File: src/hw/lmfc_align_pkg.sv
// Operation
// - Two-DDC example decimates the stream by eight
// - Link carries M4 N14 Np16 CS0 K32
// - Subclass field bits 7:5, reset Subclass 1
// - Subclass 0 works with SYSREF unconnected
// - LMFC ticks at every multiframe start
// - Subclass 1 SYSREF realigns LMFC and dividers
// - Five-bit Multiframe_clock_offset delays in frame steps
// - Offset step depends on octets per frame
// - Readable Sysref_timing_monitor register
// - Transition select picks rising or falling transition
// - Edge select picks clock edge for sampling
// - Chip sync mode bit, zero is normal
// - SYSREF mode arms; N-shot self-clears on event
// - LMFC period is S times K samples
package lmfc_align_pkg;

   // ------------------------------------------------------------
   // Register offsets (byte addresses)
   // ------------------------------------------------------------
   localparam logic [11:0] OFS_SYSREF_CTRL   = 12'h120;
   localparam logic [11:0] OFS_SYSREF_MON    = 12'h128;
   localparam logic [11:0] OFS_CHIP_SYNC     = 12'h1ff;
   localparam logic [11:0] OFS_SERDES_PLL    = 12'h56e;
   localparam logic [11:0] OFS_MULTIFRAME_CLOCK_OFFSET   = 12'h578;
   localparam logic [11:0] OFS_SUBCLASS      = 12'h590;
   localparam logic [11:0] OFS_LINK_PARAM    = 12'h5a0;

   // ------------------------------------------------------------
   // Field positions
   // ------------------------------------------------------------
   localparam int SYSREF_TRANS_BIT = 4;
   localparam int SYSREF_EDGE_BIT  = 3;
   localparam int SYSREF_MODE_LSB  = 1;
   localparam int SUBCLASS_LSB     = 5;

   // ------------------------------------------------------------
   // Reset values
   // ------------------------------------------------------------
   localparam logic [7:0] RST_SYSREF_CTRL = 8'h00;
   localparam logic [7:0] RST_CHIP_SYNC   = 8'h00;
   localparam logic [7:0] RST_SERDES_PLL  = 8'h00;
   localparam logic [7:0] RST_MULTIFRAME_CLOCK_OFFSET = 8'h00;
   localparam logic [7:0] RST_SUBCLASS    = 8'h20;
   // Link params: F-1 in [3:0], K-1 in [12:8]: F=4, K=32, S=1
   localparam logic [7:0] RST_F_MINUS1    = 8'h03;
   localparam logic [7:0] RST_K_MINUS1    = 8'h1f;

   // ------------------------------------------------------------
   // Fixed example configuration
   // ------------------------------------------------------------
   localparam int CHIP_DECIMATION_RATIO = 8;
   localparam int SAMPLE_WORD_BITS      = 16;
   localparam int SAMPLE_RES_BITS       = 14;
   localparam int VIRT_CONVERTERS       = 4;
   localparam int FRAMES_PER_MF         = 32;

   localparam logic [1:0] MODE_OFF    = 2'h0;
   localparam logic [1:0] MODE_CONT   = 2'h1;
   localparam logic [1:0] MODE_NSHOT  = 2'h2;

   typedef struct packed {
      logic [11:0] address;
      logic        read;
      logic        write;
      logic [31:0] writedata;
   } bus_req_s;

   typedef struct packed {
      logic        lmfc_tick;
      logic        frame_tick;
      logic        div_reset;
      logic [2:0]  div_phase;
   } lmfc_out_s;

endpackage

File: src/hw/lmfc_sysref_latency_align.sv
`timescale 1ns/100ps
`default_nettype none
module lmfc_sysref_latency_align (
   input  wire logic                        CLK_SYS,
   input  wire logic                        RST,
   input  wire logic [11:0]                 AVS_ADDRESS,
   input  wire logic                        AVS_READ,
   input  wire logic                        AVS_WRITE,
   input  wire logic [31:0]                 AVS_WRITEDATA,
   output logic [31:0]                      AVS_READDATA,
   output logic                             AVS_WAITREQUEST,
   input  wire logic                        SYSREF_RISE,
   input  wire logic                        SYSREF_FALL,
   output lmfc_align_pkg::lmfc_out_s        LMFC_OUT,
   output logic                             SUBCLASS1_ACTIVE,
   output logic                             TIMESTAMP_MODE
);
   import lmfc_align_pkg::*;

   typedef enum logic [1:0] {
      ST_IDLE = 2'b00,
      ST_ACK  = 2'b01
   } bus_state_e;

   // ------------------------------------------------------------
   // Helpers
   // ------------------------------------------------------------
   // Offset in frames, rounded down to valid step for F
   function automatic logic [4:0] offset_frames(input logic [4:0] ofs,
                                                input logic [3:0] fm1);
      if (fm1 == 4'h0)
         return {ofs[4:2], 2'b00};
      else if (fm1 == 4'h1)
         return {ofs[4:1], 1'b0};
      else
         return ofs;
   endfunction

   // ------------------------------------------------------------
   // State
   // ------------------------------------------------------------
   bus_state_e  bus_reg, bus_next;
   logic [31:0] rdata_reg, rdata_next;
   logic [7:0]  ctrl_reg, ctrl_next;
   logic [7:0]  sync_reg, sync_next;
   logic [7:0]  pll_reg, pll_next;
   logic [7:0]  ofs_reg, ofs_next;
   logic [7:0]  sub_reg, sub_next;
   logic [3:0]  fm1_reg, fm1_next;
   logic [4:0]  km1_reg, km1_next;
   logic [4:0]  ofs_act_reg, ofs_act_next;
   logic [3:0]  oct_reg, oct_next;
   logic [4:0]  frm_reg, frm_next;
   logic [2:0]  div_reg, div_next;
   logic [4:0]  dly_reg, dly_next;
   logic        dly_run_reg, dly_run_next;
   logic        lmfc_reg, lmfc_next;
   logic        ftick_reg, ftick_next;
   logic        dres_reg, dres_next;

   logic        sr_event;
   logic [7:0]  mon;
   logic        armed;
   logic        realign;
   logic        wr_hit;
   bus_req_s    req;

   assign req = '{address: AVS_ADDRESS, read: AVS_READ, write: AVS_WRITE,
                  writedata: AVS_WRITEDATA};

   sysref_capture u_cap (
      .clk         (CLK_SYS),
      .rst         (RST),
      .sysref_rise (SYSREF_RISE),
      .sysref_fall (SYSREF_FALL),
      .trans_sel   (ctrl_reg[SYSREF_TRANS_BIT]),
      .edge_sel    (ctrl_reg[SYSREF_EDGE_BIT]),
      .event_pulse (sr_event),
      .monitor     (mon)
   );

   // ------------------------------------------------------------
   // Register bus and controls
   // ------------------------------------------------------------
   always_comb begin
      armed   = ctrl_reg[SYSREF_MODE_LSB +: 2] != MODE_OFF;
      // Subclass 0 never realigns, so SYSREF may float
      realign = sr_event && armed && (sub_reg[SUBCLASS_LSB +: 3] != 3'h0)
                && !sync_reg[0];
      // Write lands at the edge that ends the transfer
      wr_hit  = (bus_reg == ST_ACK) && req.write;
      bus_next     = bus_reg;
      rdata_next   = rdata_reg;
      ctrl_next    = ctrl_reg;
      sync_next    = sync_reg;
      pll_next     = pll_reg;
      ofs_next     = ofs_reg;
      sub_next     = sub_reg;
      fm1_next     = fm1_reg;
      km1_next     = km1_reg;
      unique case (bus_reg)
         ST_IDLE: begin
            if (req.read || req.write) begin
               bus_next = ST_ACK;
            end
            if (req.read) begin
               unique case (req.address)
                  OFS_SYSREF_CTRL: rdata_next = {24'h0, ctrl_reg};
                  OFS_SYSREF_MON:  rdata_next = {24'h0, mon};
                  OFS_CHIP_SYNC:   rdata_next = {24'h0, sync_reg};
                  OFS_SERDES_PLL:  rdata_next = {24'h0, pll_reg};
                  OFS_MULTIFRAME_CLOCK_OFFSET: rdata_next = {24'h0, ofs_reg};
                  OFS_SUBCLASS:    rdata_next = {24'h0, sub_reg};
                  OFS_LINK_PARAM:  rdata_next = {16'h0, 3'h0, km1_reg, 4'h0, fm1_reg};
                  default:         rdata_next = 32'h0;
               endcase
            end
         end
         ST_ACK: begin
            bus_next = ST_IDLE;
            if (wr_hit) begin
               unique case (req.address)
                  OFS_SYSREF_CTRL: ctrl_next = req.writedata[7:0];
                  OFS_CHIP_SYNC:   sync_next = {7'h0, req.writedata[0]};
                  OFS_SERDES_PLL:  pll_next  = req.writedata[7:0];
                  OFS_MULTIFRAME_CLOCK_OFFSET: ofs_next  = {3'h0, req.writedata[4:0]};
                  OFS_SUBCLASS:    sub_next  = {req.writedata[7:5], 5'h0};
                  OFS_LINK_PARAM: begin
                     fm1_next = req.writedata[3:0];
                     km1_next = req.writedata[12:8];
                  end
                  default: ;
               endcase
            end
         end
         default: bus_next = ST_IDLE;
      endcase
      // N-shot self-clear after the qualifying event; write loses to it
      if (sr_event && ctrl_reg[SYSREF_MODE_LSB +: 2] == MODE_NSHOT) begin
         ctrl_next[SYSREF_MODE_LSB +: 2] = MODE_OFF;
      end
   end

   // ------------------------------------------------------------
   // Octet, frame and multiframe counters
   // ------------------------------------------------------------
   always_comb begin
      oct_next     = oct_reg;
      frm_next     = frm_reg;
      div_next     = div_reg + 3'h1;
      ofs_act_next = ofs_act_reg;
      dly_next     = dly_reg;
      dly_run_next = dly_run_reg;
      lmfc_next    = 1'b0;
      ftick_next   = 1'b0;
      dres_next    = 1'b0;
      if (realign) begin
         // Offset latched only here, delays the restart
         ofs_act_next = offset_frames(ofs_reg[4:0], fm1_reg);
         dly_next     = offset_frames(ofs_reg[4:0], fm1_reg);
         dly_run_next = 1'b1;
         oct_next     = 4'h0;
         frm_next     = 5'h0;
         div_next     = 3'h0;
         dres_next    = 1'b1;
      end else begin
         if (oct_reg == fm1_reg) begin
            oct_next   = 4'h0;
            ftick_next = 1'b1;
            if (dly_run_reg) begin
               if (dly_reg == 5'h0) begin
                  dly_run_next = 1'b0;
                  frm_next     = 5'h0;
                  lmfc_next    = 1'b1;
               end else begin
                  dly_next = dly_reg - 5'h1;
               end
            end else if (frm_reg == km1_reg) begin
               frm_next  = 5'h0;
               lmfc_next = 1'b1;
            end else begin
               frm_next = frm_reg + 5'h1;
            end
         end else begin
            oct_next = oct_reg + 4'h1;
         end
      end
   end

   always_ff @(posedge CLK_SYS) begin
      if (RST) begin
         bus_reg     <= ST_IDLE;
         rdata_reg   <= 32'h0;
         ctrl_reg    <= RST_SYSREF_CTRL;
         sync_reg    <= RST_CHIP_SYNC;
         pll_reg     <= RST_SERDES_PLL;
         ofs_reg     <= RST_MULTIFRAME_CLOCK_OFFSET;
         sub_reg     <= RST_SUBCLASS;
         fm1_reg     <= RST_F_MINUS1[3:0];
         km1_reg     <= RST_K_MINUS1[4:0];
         ofs_act_reg <= 5'h0;
         oct_reg     <= 4'h0;
         frm_reg     <= 5'h0;
         div_reg     <= 3'h0;
         dly_reg     <= 5'h0;
         dly_run_reg <= 1'b0;
         lmfc_reg    <= 1'b0;
         ftick_reg   <= 1'b0;
         dres_reg    <= 1'b0;
      end else begin
         bus_reg     <= bus_next;
         rdata_reg   <= rdata_next;
         ctrl_reg    <= ctrl_next;
         sync_reg    <= sync_next;
         pll_reg     <= pll_next;
         ofs_reg     <= ofs_next;
         sub_reg     <= sub_next;
         fm1_reg     <= fm1_next;
         km1_reg     <= km1_next;
         ofs_act_reg <= ofs_act_next;
         oct_reg     <= oct_next;
         frm_reg     <= frm_next;
         div_reg     <= div_next;
         dly_reg     <= dly_next;
         dly_run_reg <= dly_run_next;
         lmfc_reg    <= lmfc_next;
         ftick_reg   <= ftick_next;
         dres_reg    <= dres_next;
      end
   end

   // ------------------------------------------------------------
   // Outputs
   // ------------------------------------------------------------
   assign AVS_WAITREQUEST  = (bus_reg == ST_IDLE);
   assign AVS_READDATA     = rdata_reg;
   assign LMFC_OUT         = '{lmfc_tick: lmfc_reg, frame_tick: ftick_reg,
                               div_reset: dres_reg, div_phase: div_reg};
   assign SUBCLASS1_ACTIVE = (sub_reg[SUBCLASS_LSB +: 3] != 3'h0);
   assign TIMESTAMP_MODE   = sync_reg[0];
endmodule // lmfc_sysref_latency_align
`default_nettype wire

File: src/hw/sysref_capture.sv
`timescale 1ns/100ps
`default_nettype none
module sysref_capture
   import lmfc_align_pkg::*;
(
   input  wire logic       clk,
   input  wire logic       rst,
   input  wire logic       sysref_rise,
   input  wire logic       sysref_fall,
   input  wire logic       trans_sel,
   input  wire logic       edge_sel,
   output logic            event_pulse,
   output logic [7:0]      monitor
);
   logic       hist_reg;
   logic       hist_next;
   logic [7:0] mon_reg;
   logic [7:0] mon_next;
   logic       smp;
   logic       ev;

   // ------------------------------------------------------------
   // Sample and detect transition
   // ------------------------------------------------------------
   always_comb begin
      smp       = edge_sel ? sysref_fall : sysref_rise;
      hist_next = smp;
      ev        = trans_sel ? (hist_reg & ~smp) : (~hist_reg & smp);
      mon_next  = mon_reg;
      if (ev) begin
         // Low nibble: disagreement between the two edges; high: count
         mon_next[3:0] = {3'h0, sysref_rise ^ sysref_fall};
         mon_next[7:4] = mon_reg[7:4] + 4'h1;
      end
   end

   always_ff @(posedge clk) begin
      if (rst) begin
         hist_reg <= 1'b0;
         mon_reg  <= 8'h00;
      end else begin
         hist_reg <= hist_next;
         mon_reg  <= mon_next;
      end
   end

   assign event_pulse = ev;
   assign monitor     = mon_reg;
endmodule // sysref_capture
`default_nettype wire

File: config.mk
export PLATFORM = sky130hd
export DESIGN_NAME = lmfc_sysref_latency_align
export DESIGN_NICKNAME = d
export VERILOG_FILES = /design/src/hw/lmfc_align_pkg.sv /design/src/hw/lmfc_sysref_latency_align.sv /design/src/hw/sysref_capture.sv
export SDC_FILE = /design/constraint.sdc
export NUM_CORES = 1
export LEC_CHECK = 0
export BUFFER_PORTS_ARGS = -buffer_cell sky130_fd_sc_hd__buf_2
export CORE_AREA = 2 2 106 118
export CTS_CLUSTER_DIAMETER = 80
export DETAILED_ROUTE_END_ITERATION = 8
export DIE_AREA = 0 0 108 120
export SYNTH_ARGS = -nofsm -noshare
export SYNTH_HDL_FRONTEND = slang
export SYNTH_SLANG_ARGS = --single-unit
File: constraint.sdc
create_clock -name CLK_SYS -period 2.22 [get_ports CLK_SYS]
set_clock_uncertainty 0.05 [all_clocks]
set_input_delay 0.333 -clock CLK_SYS [delete_from_list [all_inputs] [get_ports CLK_SYS]]
set_output_delay 0.333 -clock CLK_SYS [all_outputs]
set_load 0.01 [all_outputs]
==> results.json, run 1 <==
{
  "crit_chain": "inv_1, ha_1, or3b_2, o21ai_1, nand2_1, o21ai_1, nor2_1",
  "dieWidth_um": 108,
  "vias": 2878,
  "pwr-share-clk_pct": 47.7,
  "p_comb_share_pct": 6.4,
  "portBuffers": 52,
  "cts_resized": 0,
  "required_ns": 2.38,
  "reg2reg_from": "dly_reg[0]",
  "maxCapViolCount": 0,
  "status": "complete, no violations",
  "numCtsBuffers": 9,
  "clock-sinks": 75,
  "grt_max_degree": 40,
  "pwr_density_cell_mw_per_mm2": 714,
  "overflow": 0,
  "cp.arrival_ns": 2.14,
  "vdd_drop_max_uv": 415,
  "root_buffer": "clkbuf_16",
  "met2_usage_pct": 22.8,
  "largest_register_ff_count": 13,
  "synth_area_mm2": 0.00347,
  "avgViaCountPerCell": 4.71,
  "min_from": "AVS_WRITEDATA[10]",
  "rsz0062_at_grt": "no",
  "cts_setup_buffers": 0,
  "grt_pass1_vias": 2759,
  "path_common_cell": "o21ai_1",
  "fp-row-count": 42,
  "max_stage_delay_ns": 0.47,
  "layout_min_cycle_time_ns": 1.98,
  "slowest_stage": "or3b_2",
  "p_sw_uw": 677,
  "hold_path.class": "in2reg",
  "use_met1_pct": 16.4,
  "cts.reportedPaths.clkPinSlew_ns": 0.06,
  "gr-usage-met3_pct": 3.86,
  "path_max_fanout": 5,
  "critPathLaunch": "dly_reg[0]",
  "synth-seq-cells": 75,
  "p_leak_nw": 1.74,
  "synth-main-ff-cell": "dfxtp_1",
  "switching_share_pct": 22.4,
  "htreeDepth": 3,
  "coreArea_mm2": 0.0118,
  "synth_edf_count": 0,
  "antenna_found_initial": 1,
  "grt_pass1_wl_mm": 13.8,
  "drtPass1Iterations": 4,
  "async_reset_ff_share_pct": 0,
  "p_int_mw": 2.34,
  "syn_to_final_growth_pct": 22.0,
  "drt-wirelength-per-cell_um": 13.7,
  "holdWs_ns": 0.165,
  "layout.nets": 507,
  "hold_buffers": 0,
  "die_h_um": 120,
  "slew_violations": 0,
  "drc": 0,
  "hold_viol": 0,
  "tns_ns": 0,
  "setup_viol": 0,
  "place_hpwl_mm": 6.32,
  "clockBufferDepth": 2,
  "worstSetupEndpointType": "register",
  "pwr-share-seq_pct": 45.9,
  "cp_top_family": "simple AND/OR/NAND/NOR gates",
  "die-area_mm2": 0.0130,
  "cp_num_buf_inv": 1,
  "routed_wl_mm": 8.36,
  "synth.distinct_cells": 48,
  "layout-drive-gt1-share_pct": 21.9,
  "initial_core_util_pct": 29.3,
  "netlist_instances": 384,
  "cp.depth": 7,
  "ys_seq_area_share_pct": 43.3,
  "syn_avg_cell_area_um2": 9.03,
  "gp_congestion": 0.796,
  "cts_tree": "done",
  "drtIter0Drc": 185,
  "n_antenna_cell": 0,
  "ff2ff_path_depth": 7,
  "num_io_pins": 91,
  "whs_path_depth": 3,
  "clock_latency_ns": 0.33,
  "timing.fmax_mhz": 505,
  "start_kind": "register",
  "final.period_utilization_pct": 89.3,
  "grt_use_total_pct": 13.7,
  "antenna_left": 0,
  "yosys_warnings": 0,
  "grt_busiest_layer": "met2",
  "worstSetupPathType": "reg2reg"
}
-- placed cells by master (no fill, tap or decap), types with 4 or more instances in the layout --
cell type | Yosys | routed
dfxtp_1 | 75 | 75
buf_2 | 4 | 52
nor2_1 | 51 | 51
nand2_1 | 39 | 39
mux2i_1 | 32 | 32
buf_4 | 22 | 24
conb_1 | 1 | 19
xor2_1 | 16 | 16
nand3_1 | 13 | 13
nor3_1 | 11 | 11
a21oi_1 | 10 | 10
clkbuf_16 | 0 | 9
inv_1 | 8 | 8
a22o_1 | 8 | 8
a221oi_1 | 8 | 8
o21ai_0 | 8 | 8
xnor2_1 | 7 | 7
and2_1 | 6 | 6
nand4_1 | 5 | 5
a211oi_1 | 5 | 5
ha_1 | 5 | 5
nand2b_1 | 4 | 4
-- power groups by stage --
stage	clock network, mW	registers [mW]	logic, mW
2_1_floorplan	0	1.41	0.132
3_3_place_gp	0	1.41	0.188
3_5_place_dp	0	1.42	0.193
4_1_cts	1.48	1.39	0.194
5_1_grt	1.53	1.39	0.217
6_report	1.44	1.39	0.194
-- path summary, 6_finish.rpt --
| check | slack (ns) | endpoint |
|---|---|---|
| setup / recovery | 0.24 | frm_reg[0] |
| hold / removal | 0.17 | km1_reg[2] |
| setup reg to reg | 0.24 | frm_reg[0] |
| hold reg to reg | 0.40 | div_reg[0] |
-- cell usage after synthesis, types with 3 or more instances --
cell	instances	area, um2
nor3_1	11	55.1
a221oi_1	8	70.1
or2_2	3	18.8
nand2b_1	4	25.0
o21ai_0	8	40.0
nand2_1	39	146
buf_4	22	165
a211oi_1	5	37.5
mux2i_1	32	320
nand3_1	13	65.1
xor2_1	16	140
a22o_1	8	70.1
xnor2_1	7	61.3
inv_1	8	30.0
clkbuf_1	8	30.0
and2_1	6	37.5
buf_2	4	20.0
a21oi_1	10	50.1
nor2_1	51	191
dfxtp_1	75	1500
ha_1	5	62.6
or3_1	3	18.8
nand4_1	5	31.3
-- layer usage --
layer	part of all wire [%]	routed length, um	up-vias
met5	0.16	13	-
met4	1.9	161	2
met3	4.9	409	15
met2	49	4120	75
met1	44	3660	1356
li1	-	-	1430
-- cell type report --
| cell class | instances | area [um2] |
|---|---|---|
| Clock buffer | 12 | 246 |
| Clock inverter | 4 | 50.0 |
| Fill cell | 1204 | 7590 |
| Inverter | 8 | 30.0 |
| Multi-Input combinational cell | 282 | 1770 |
| Sequential cell | 75 | 1500 |
| Tap cell | 154 | 193 |
| Timing Repair Buffer | 76 | 440 |
-- cell families after synthesis --
| group | count (synthesis) | synth area share (%) |
|---|---|---|
| and+or+nand+nor | 151 | 21.4 |
| DFF | 75 | 43.3 |
| AOI/OAI and AO/OA | 52 | 10.7 |
| buffers and inverters | 45 | 7.61 |
| muxes | 32 | 9.24 |
| xor gates and xnor gates | 23 | 5.81 |
| adders and majority gates | 5 | 1.80 |
| other | 1 | 0.108 |
-- worst min-delay path, cell delays in order --
cell and delay, ns:
buf_2 0.07, nand2_1 0.04, nand3_1 0.07
-- stage by stage --
step           cell area [um2]  util [%]  setup slack (ns)  cells  power (mW)
2_1_floorplan             3530         -         -0.000738    402        1.55
3_3_place_gp              3930      33.3           -0.0404    595        1.60
3_5_place_dp              3930      33.3           -0.0538    595        1.61
4_1_cts                   4230      35.8             0.233    611        3.06
5_1_grt                   4230      35.8             0.127    611        3.13
6_report                  4230      35.8             0.238    611        3.02
Power figures use the tool's default switching activity.
==> run 2, diff against run 1 <==
- RECOVER_POWER: not set -> 50
==> results.json, run 2 (synthesis gave the netlist of run 1 again) <==
{
  "place_area_mm2": 0.00393,
  "p_int_mw": 2.34,
  "syn_to_final_growth_pct": 19.8,
  "clockBufferDepth": 2,
  "p_comb_share_pct": 6.2,
  "mostFrequentLayoutCells": "75 x dfxtp_1, 51 x nor2_1, 39 x nand2_1",
  "gp_congestion": 0.796,
  "cts.reportedPaths.clkPinSlew_ns": 0.06,
  "n_antenna_cell": 0,
  "htreeDepth": 3,
  "portBuffers": 52,
  "dieWidth_um": 108,
  "grt_pass1_wl_mm": 13.8,
  "cts_setup_buffers": 0,
  "maxCapViolCount": 0,
  "die_h_um": 120,
  "layout_commonest_cell": "dfxtp_1",
  "slew_violations": 0,
  "antenna_left": 0,
  "numCtsBuffers": 9,
  "p_sw_uw": 673,
  "drtIter0Drc": 221,
  "root_buffer": "clkbuf_16",
  "drc": 0,
  "stdcell_area_mm2": 0.00416,
  "fp-row-count": 42,
  "power_mw": 3.01,
  "drt-wirelength-per-cell_um": 13.7,
  "hold_buffers": 0,
  "layout.nets": 507,
  "status": "complete, no violations",
  "tns_ns": 0,
  "layout_min_cycle_time_ns": 1.98,
  "worstSetupEndpointType": "register",
  "rsz0062_at_grt": "no",
  "num_io_pins": 91,
  "timing.fmax_mhz": 505,
  "pwr_density_cell_mw_per_mm2": 725,
  "pwr-share-clk_pct": 47.7,
  "p_leak_nw": 1.63,
  "antenna_found_initial": 1,
  "path_max_fanout": 5,
  "cts_tree": "done",
  "vias": 2864,
  "layout-drive-gt1-share_pct": 14.9,
  "drtPass1Iterations": 4,
  "switching_share_pct": 22.4,
  "ff2ff_path_depth": 7,
  "final.period_utilization_pct": 89.3,
  "clock-sinks": 75,
  "hold_viol": 0,
  "die-area_mm2": 0.0130,
  "cts_resized": 0,
  "setup_viol": 0,
  "routed_wl_mm": 8.35,
  "clock_latency_ns": 0.33,
  "initial_core_util_pct": 29.3,
  "cp.arrival_ns": 2.14,
  "whs_path_depth": 3,
  "required_ns": 2.38,
  "vdd_drop_max_uv": 415,
  "grt_max_degree": 40,
  "slew_headroom_pct": 46.0,
  "grt_pass1_vias": 2759,
  "dpl_worst_slack_ns": -0.0538,
  "place_hpwl_mm": 6.32,
  "start_kind": "register",
  "pwr-share-seq_pct": 46.0,
  "grt_use_total_pct": 13.7,
  "coreArea_mm2": 0.0118,
  "fin_ws_ns": 0.238,
  "overflow": 0,
  "worstSetupPathType": "reg2reg",
  "largest_register_ff_count": 13,
  "max_slew.worst_pin.slew_ns": 0.809,
  "avgViaCountPerCell": 4.69,
  "hold_path.class": "in2reg"
}
[run 2: cell types whose count changed in the layout (fill, tap and decap cells not counted), sizes merged]
cell / change
clkbuf: +31
buf: -31
[run 2: worst paths after layout]
check,slack (ns),from,to
worst max-delay path,0.24,dly_reg[0],frm_reg[0]
worst min-delay path,0.17,AVS_WRITEDATA[10],km1_reg[2]
worst max register to register,0.24,dly_reg[0],frm_reg[0]
worst min register to register,0.40,AVS_READDATA[7],AVS_READDATA[7]
[run 2: power by group through the flow]
| stage | sequential, mW | combinational [mW] | clock [mW] |
|---|---|---|---|
| CTS | 1.39 | 0.194 | 1.48 |
| global route | 1.39 | 0.211 | 1.53 |
| finish | 1.39 | 0.188 | 1.44 |
| floorplan | 1.41 | 0.132 | 0 |
| global placement | 1.41 | 0.188 | 0 |
| detailed placement | 1.42 | 0.193 | 0 |
[run 2: cell type report]
type / instances / area [um2]
Fill cell: 1230 / 7670
Timing Repair Buffer: 76 / 384
Clock buffer: 12 / 246
Multi-Input combinational cell: 282 / 1750
Inverter: 8 / 30.0
Tap cell: 154 / 193
Sequential cell: 75 / 1500
Clock inverter: 4 / 50.0
[run 2: metal layers]
metal / global-route usage (%) / share of wire [%] / routed length (um) / vias to the layer above
met4: 5.61 / 1.7 / 140 / 2
met1: 16.4 / 43 / 3610 / 1349
li1: - / - / - / 1437
met2: 22.8 / 50 / 4140 / 62
met3: 3.86 / 5.3 / 445 / 14
met5: 0 / 0.16 / 13 / -
[run 2: per-stage QoR]
stage / hold slack, ns / cells / util [%]
finish: 0.171 / 611 / 35.1
detailed placement: 0.393 / 595 / 33.3
CTS: 0.153 / 611 / 35.8
floorplan: 0.390 / 402 / -
global placement: 0.381 / 595 / 33.3
global route: 0.176 / 611 / 35.1
[run 2: worst max-delay path, cell delays in order, from the launching register on]
cell and delay (ns):
dfxtp_1 0.31, inv_1 0.09, ha_1 0.17, or3b_2 0.47, o21ai_1 0.18, nand2_1 0.14, o21ai_1 0.36, nor2_1 0.10
==> run 3, diff against run 2 <==
- CORE_AREA: 2 2 106 118 -> 2 2 85 96
- DIE_AREA: 0 0 108 120 -> 0 0 87 98
- PLACE_DENSITY: not set -> 0.74
==> results.json, run 3 (synthesis gave the netlist of run 1 again) <==
{
  "status": "complete, no violations",
  "place_area_mm2": 0.00386,
  "pwr_density_cell_mw_per_mm2": 665,
  "fillers": 734,
  "antenna_left": 0,
  "htreeDepth": 3,
  "numCtsBuffers": 9,
  "vias": 2868,
  "p_leak_nw": 1.60,
  "place_hpwl_mm": 5.88,
  "dp.cells": 532,
  "hold_viol": 0,
  "path_max_fanout": 10,
  "hold_path.class": "in2reg",
  "die_h_um": 98,
  "routed_wl_mm": 7.74,
  "n_antenna_cell": 0,
  "coreArea_mm2": 0.00761,
  "avgViaCountPerCell": 5.23,
  "drc": 0,
  "vdd_drop_max_uv": 291,
  "initial_core_util_pct": 45.5,
  "tns_ns": 0,
  "power_mw": 2.67,
  "largest_register_ff_count": 13,
  "start_kind": "register",
  "stdcell_area_mm2": 0.00401,
  "drtIter0Drc": 156,
  "portBuffers": 52,
  "layout.nets": 508,
  "clock-sinks": 75,
  "slew_headroom_pct": 66.4,
  "drtPass1Iterations": 4,
  "pwr-share-seq_pct": 51.9,
  "root_buffer": "clkbuf_8",
  "layout_commonest_cell": "dfxtp_1",
  "final.period_utilization_pct": 87.7,
  "gp_congestion": 0.832,
  "clock_latency_ns": 0.35,
  "layout-drive-gt1-share_pct": 15.7,
  "required_ns": 2.39,
  "overflow": 0,
  "p_comb_share_pct": 7.0,
  "die-area_mm2": 0.00853,
  "pwr-share-clk_pct": 41.1,
  "holdWs_ns": 0.146,
  "syn_to_final_growth_pct": 15.7,
  "switching_share_pct": 24.9,
  "cts_setup_buffers": 0,
  "grt_pass1_wl_mm": 12.8,
  "layout_min_cycle_time_ns": 1.95,
  "setup_viol": 0,
  "drt-wirelength-per-cell_um": 14.1,
  "hold_buffers": 0,
  "p_int_mw": 2.00,
  "rsz0062_at_grt": "no",
  "grt_max_degree": 39,
  "worstSetupEndpointType": "register",
  "grt_use_total_pct": 18.7,
  "maxCapViolCount": 0,
  "grt_pass1_vias": 2668,
  "cts.reportedPaths.clkPinSlew_ns": 0.09,
  "clockBufferDepth": 2,
  "p_sw_uw": 664,
  "worstSetupPathType": "reg2reg",
  "cts_resized": 0,
  "antenna_found_initial": 0,
  "mostFrequentLayoutCells": "75 x dfxtp_1, 51 x nor2_1, 39 x nand2_1",
  "max_slew.worst_pin.slew_ns": 0.503,
  "fp-row-count": 34,
  "timing.fmax_mhz": 513,
  "cp.arrival_ns": 2.12,
  "fin_cells": 548,
  "dieWidth_um": 87,
  "cts_tree": "done",
  "num_io_pins": 91,
  "slew_violations": 0
}
## run 3: path summary, 6_finish.rpt
check | startpoint | endpoint | slack, ns | depth (start not counted)
max | ctrl_reg[3] | dly_reg[0] | 0.27 | 5
min | AVS_WRITEDATA[10] | km1_reg[2] | 0.15 | 3
max reg2reg | ctrl_reg[3] | dly_reg[0] | 0.27 | 5
min reg2reg | div_reg[0] | div_reg[0] | 0.40 | 1
## run 3: worst max-delay path, cell delays in order, from the launching register on
cell and delay [ns]:
dfxtp_1 0.41, mux2i_1 0.32, mux2i_2 0.42, nand2_1 0.33
a21oi_1 0.24, a211oi_1 0.07
## run 3: area by class of cell
type | count | area (um2) | area share, %
clock inverters | 6 | 72.6 | 1.81
repair buffers | 77 | 395 | 9.86
clock buffers | 10 | 138 | 3.43
multi-input cells | 282 | 1760 | 43.9
inverters | 8 | 30.0 | 0.749
flip-flops and latches | 75 | 1500 | 37.4
well taps | 90 | 113 | 2.81
## run 3: metal layers
layer  share of wire (%)  wire, um  GRT usage (%)  up-vias
met5                   0         0              0        -
met1                  47      3600           25.2     1354
met4                 2.0       155           8.05        0
met2                  48      3730           29.8       70
li1                    -         -              -     1432
met3                 3.3       259           2.45       12
## run 3: power by group through the flow
stage / clock [mW] / sequential [mW] / combinational (mW)
2_1_floorplan: 0 / 1.41 / 0.132
3_3_place_gp: 0 / 1.41 / 0.183
3_5_place_dp: 0 / 1.42 / 0.188
4_1_cts: 1.12 / 1.38 / 0.188
5_1_grt: 1.18 / 1.39 / 0.209
6_report: 1.09 / 1.38 / 0.186
## run 3: per-stage QoR
step,util [%],worst slack [ns]
after floorplan,-,-0.000738
after global routing,52.7,0.0357
after CTS,53.5,0.131
final,52.7,0.272
after global placement,50.7,-0.0381
after detailed placement,50.7,-0.0515
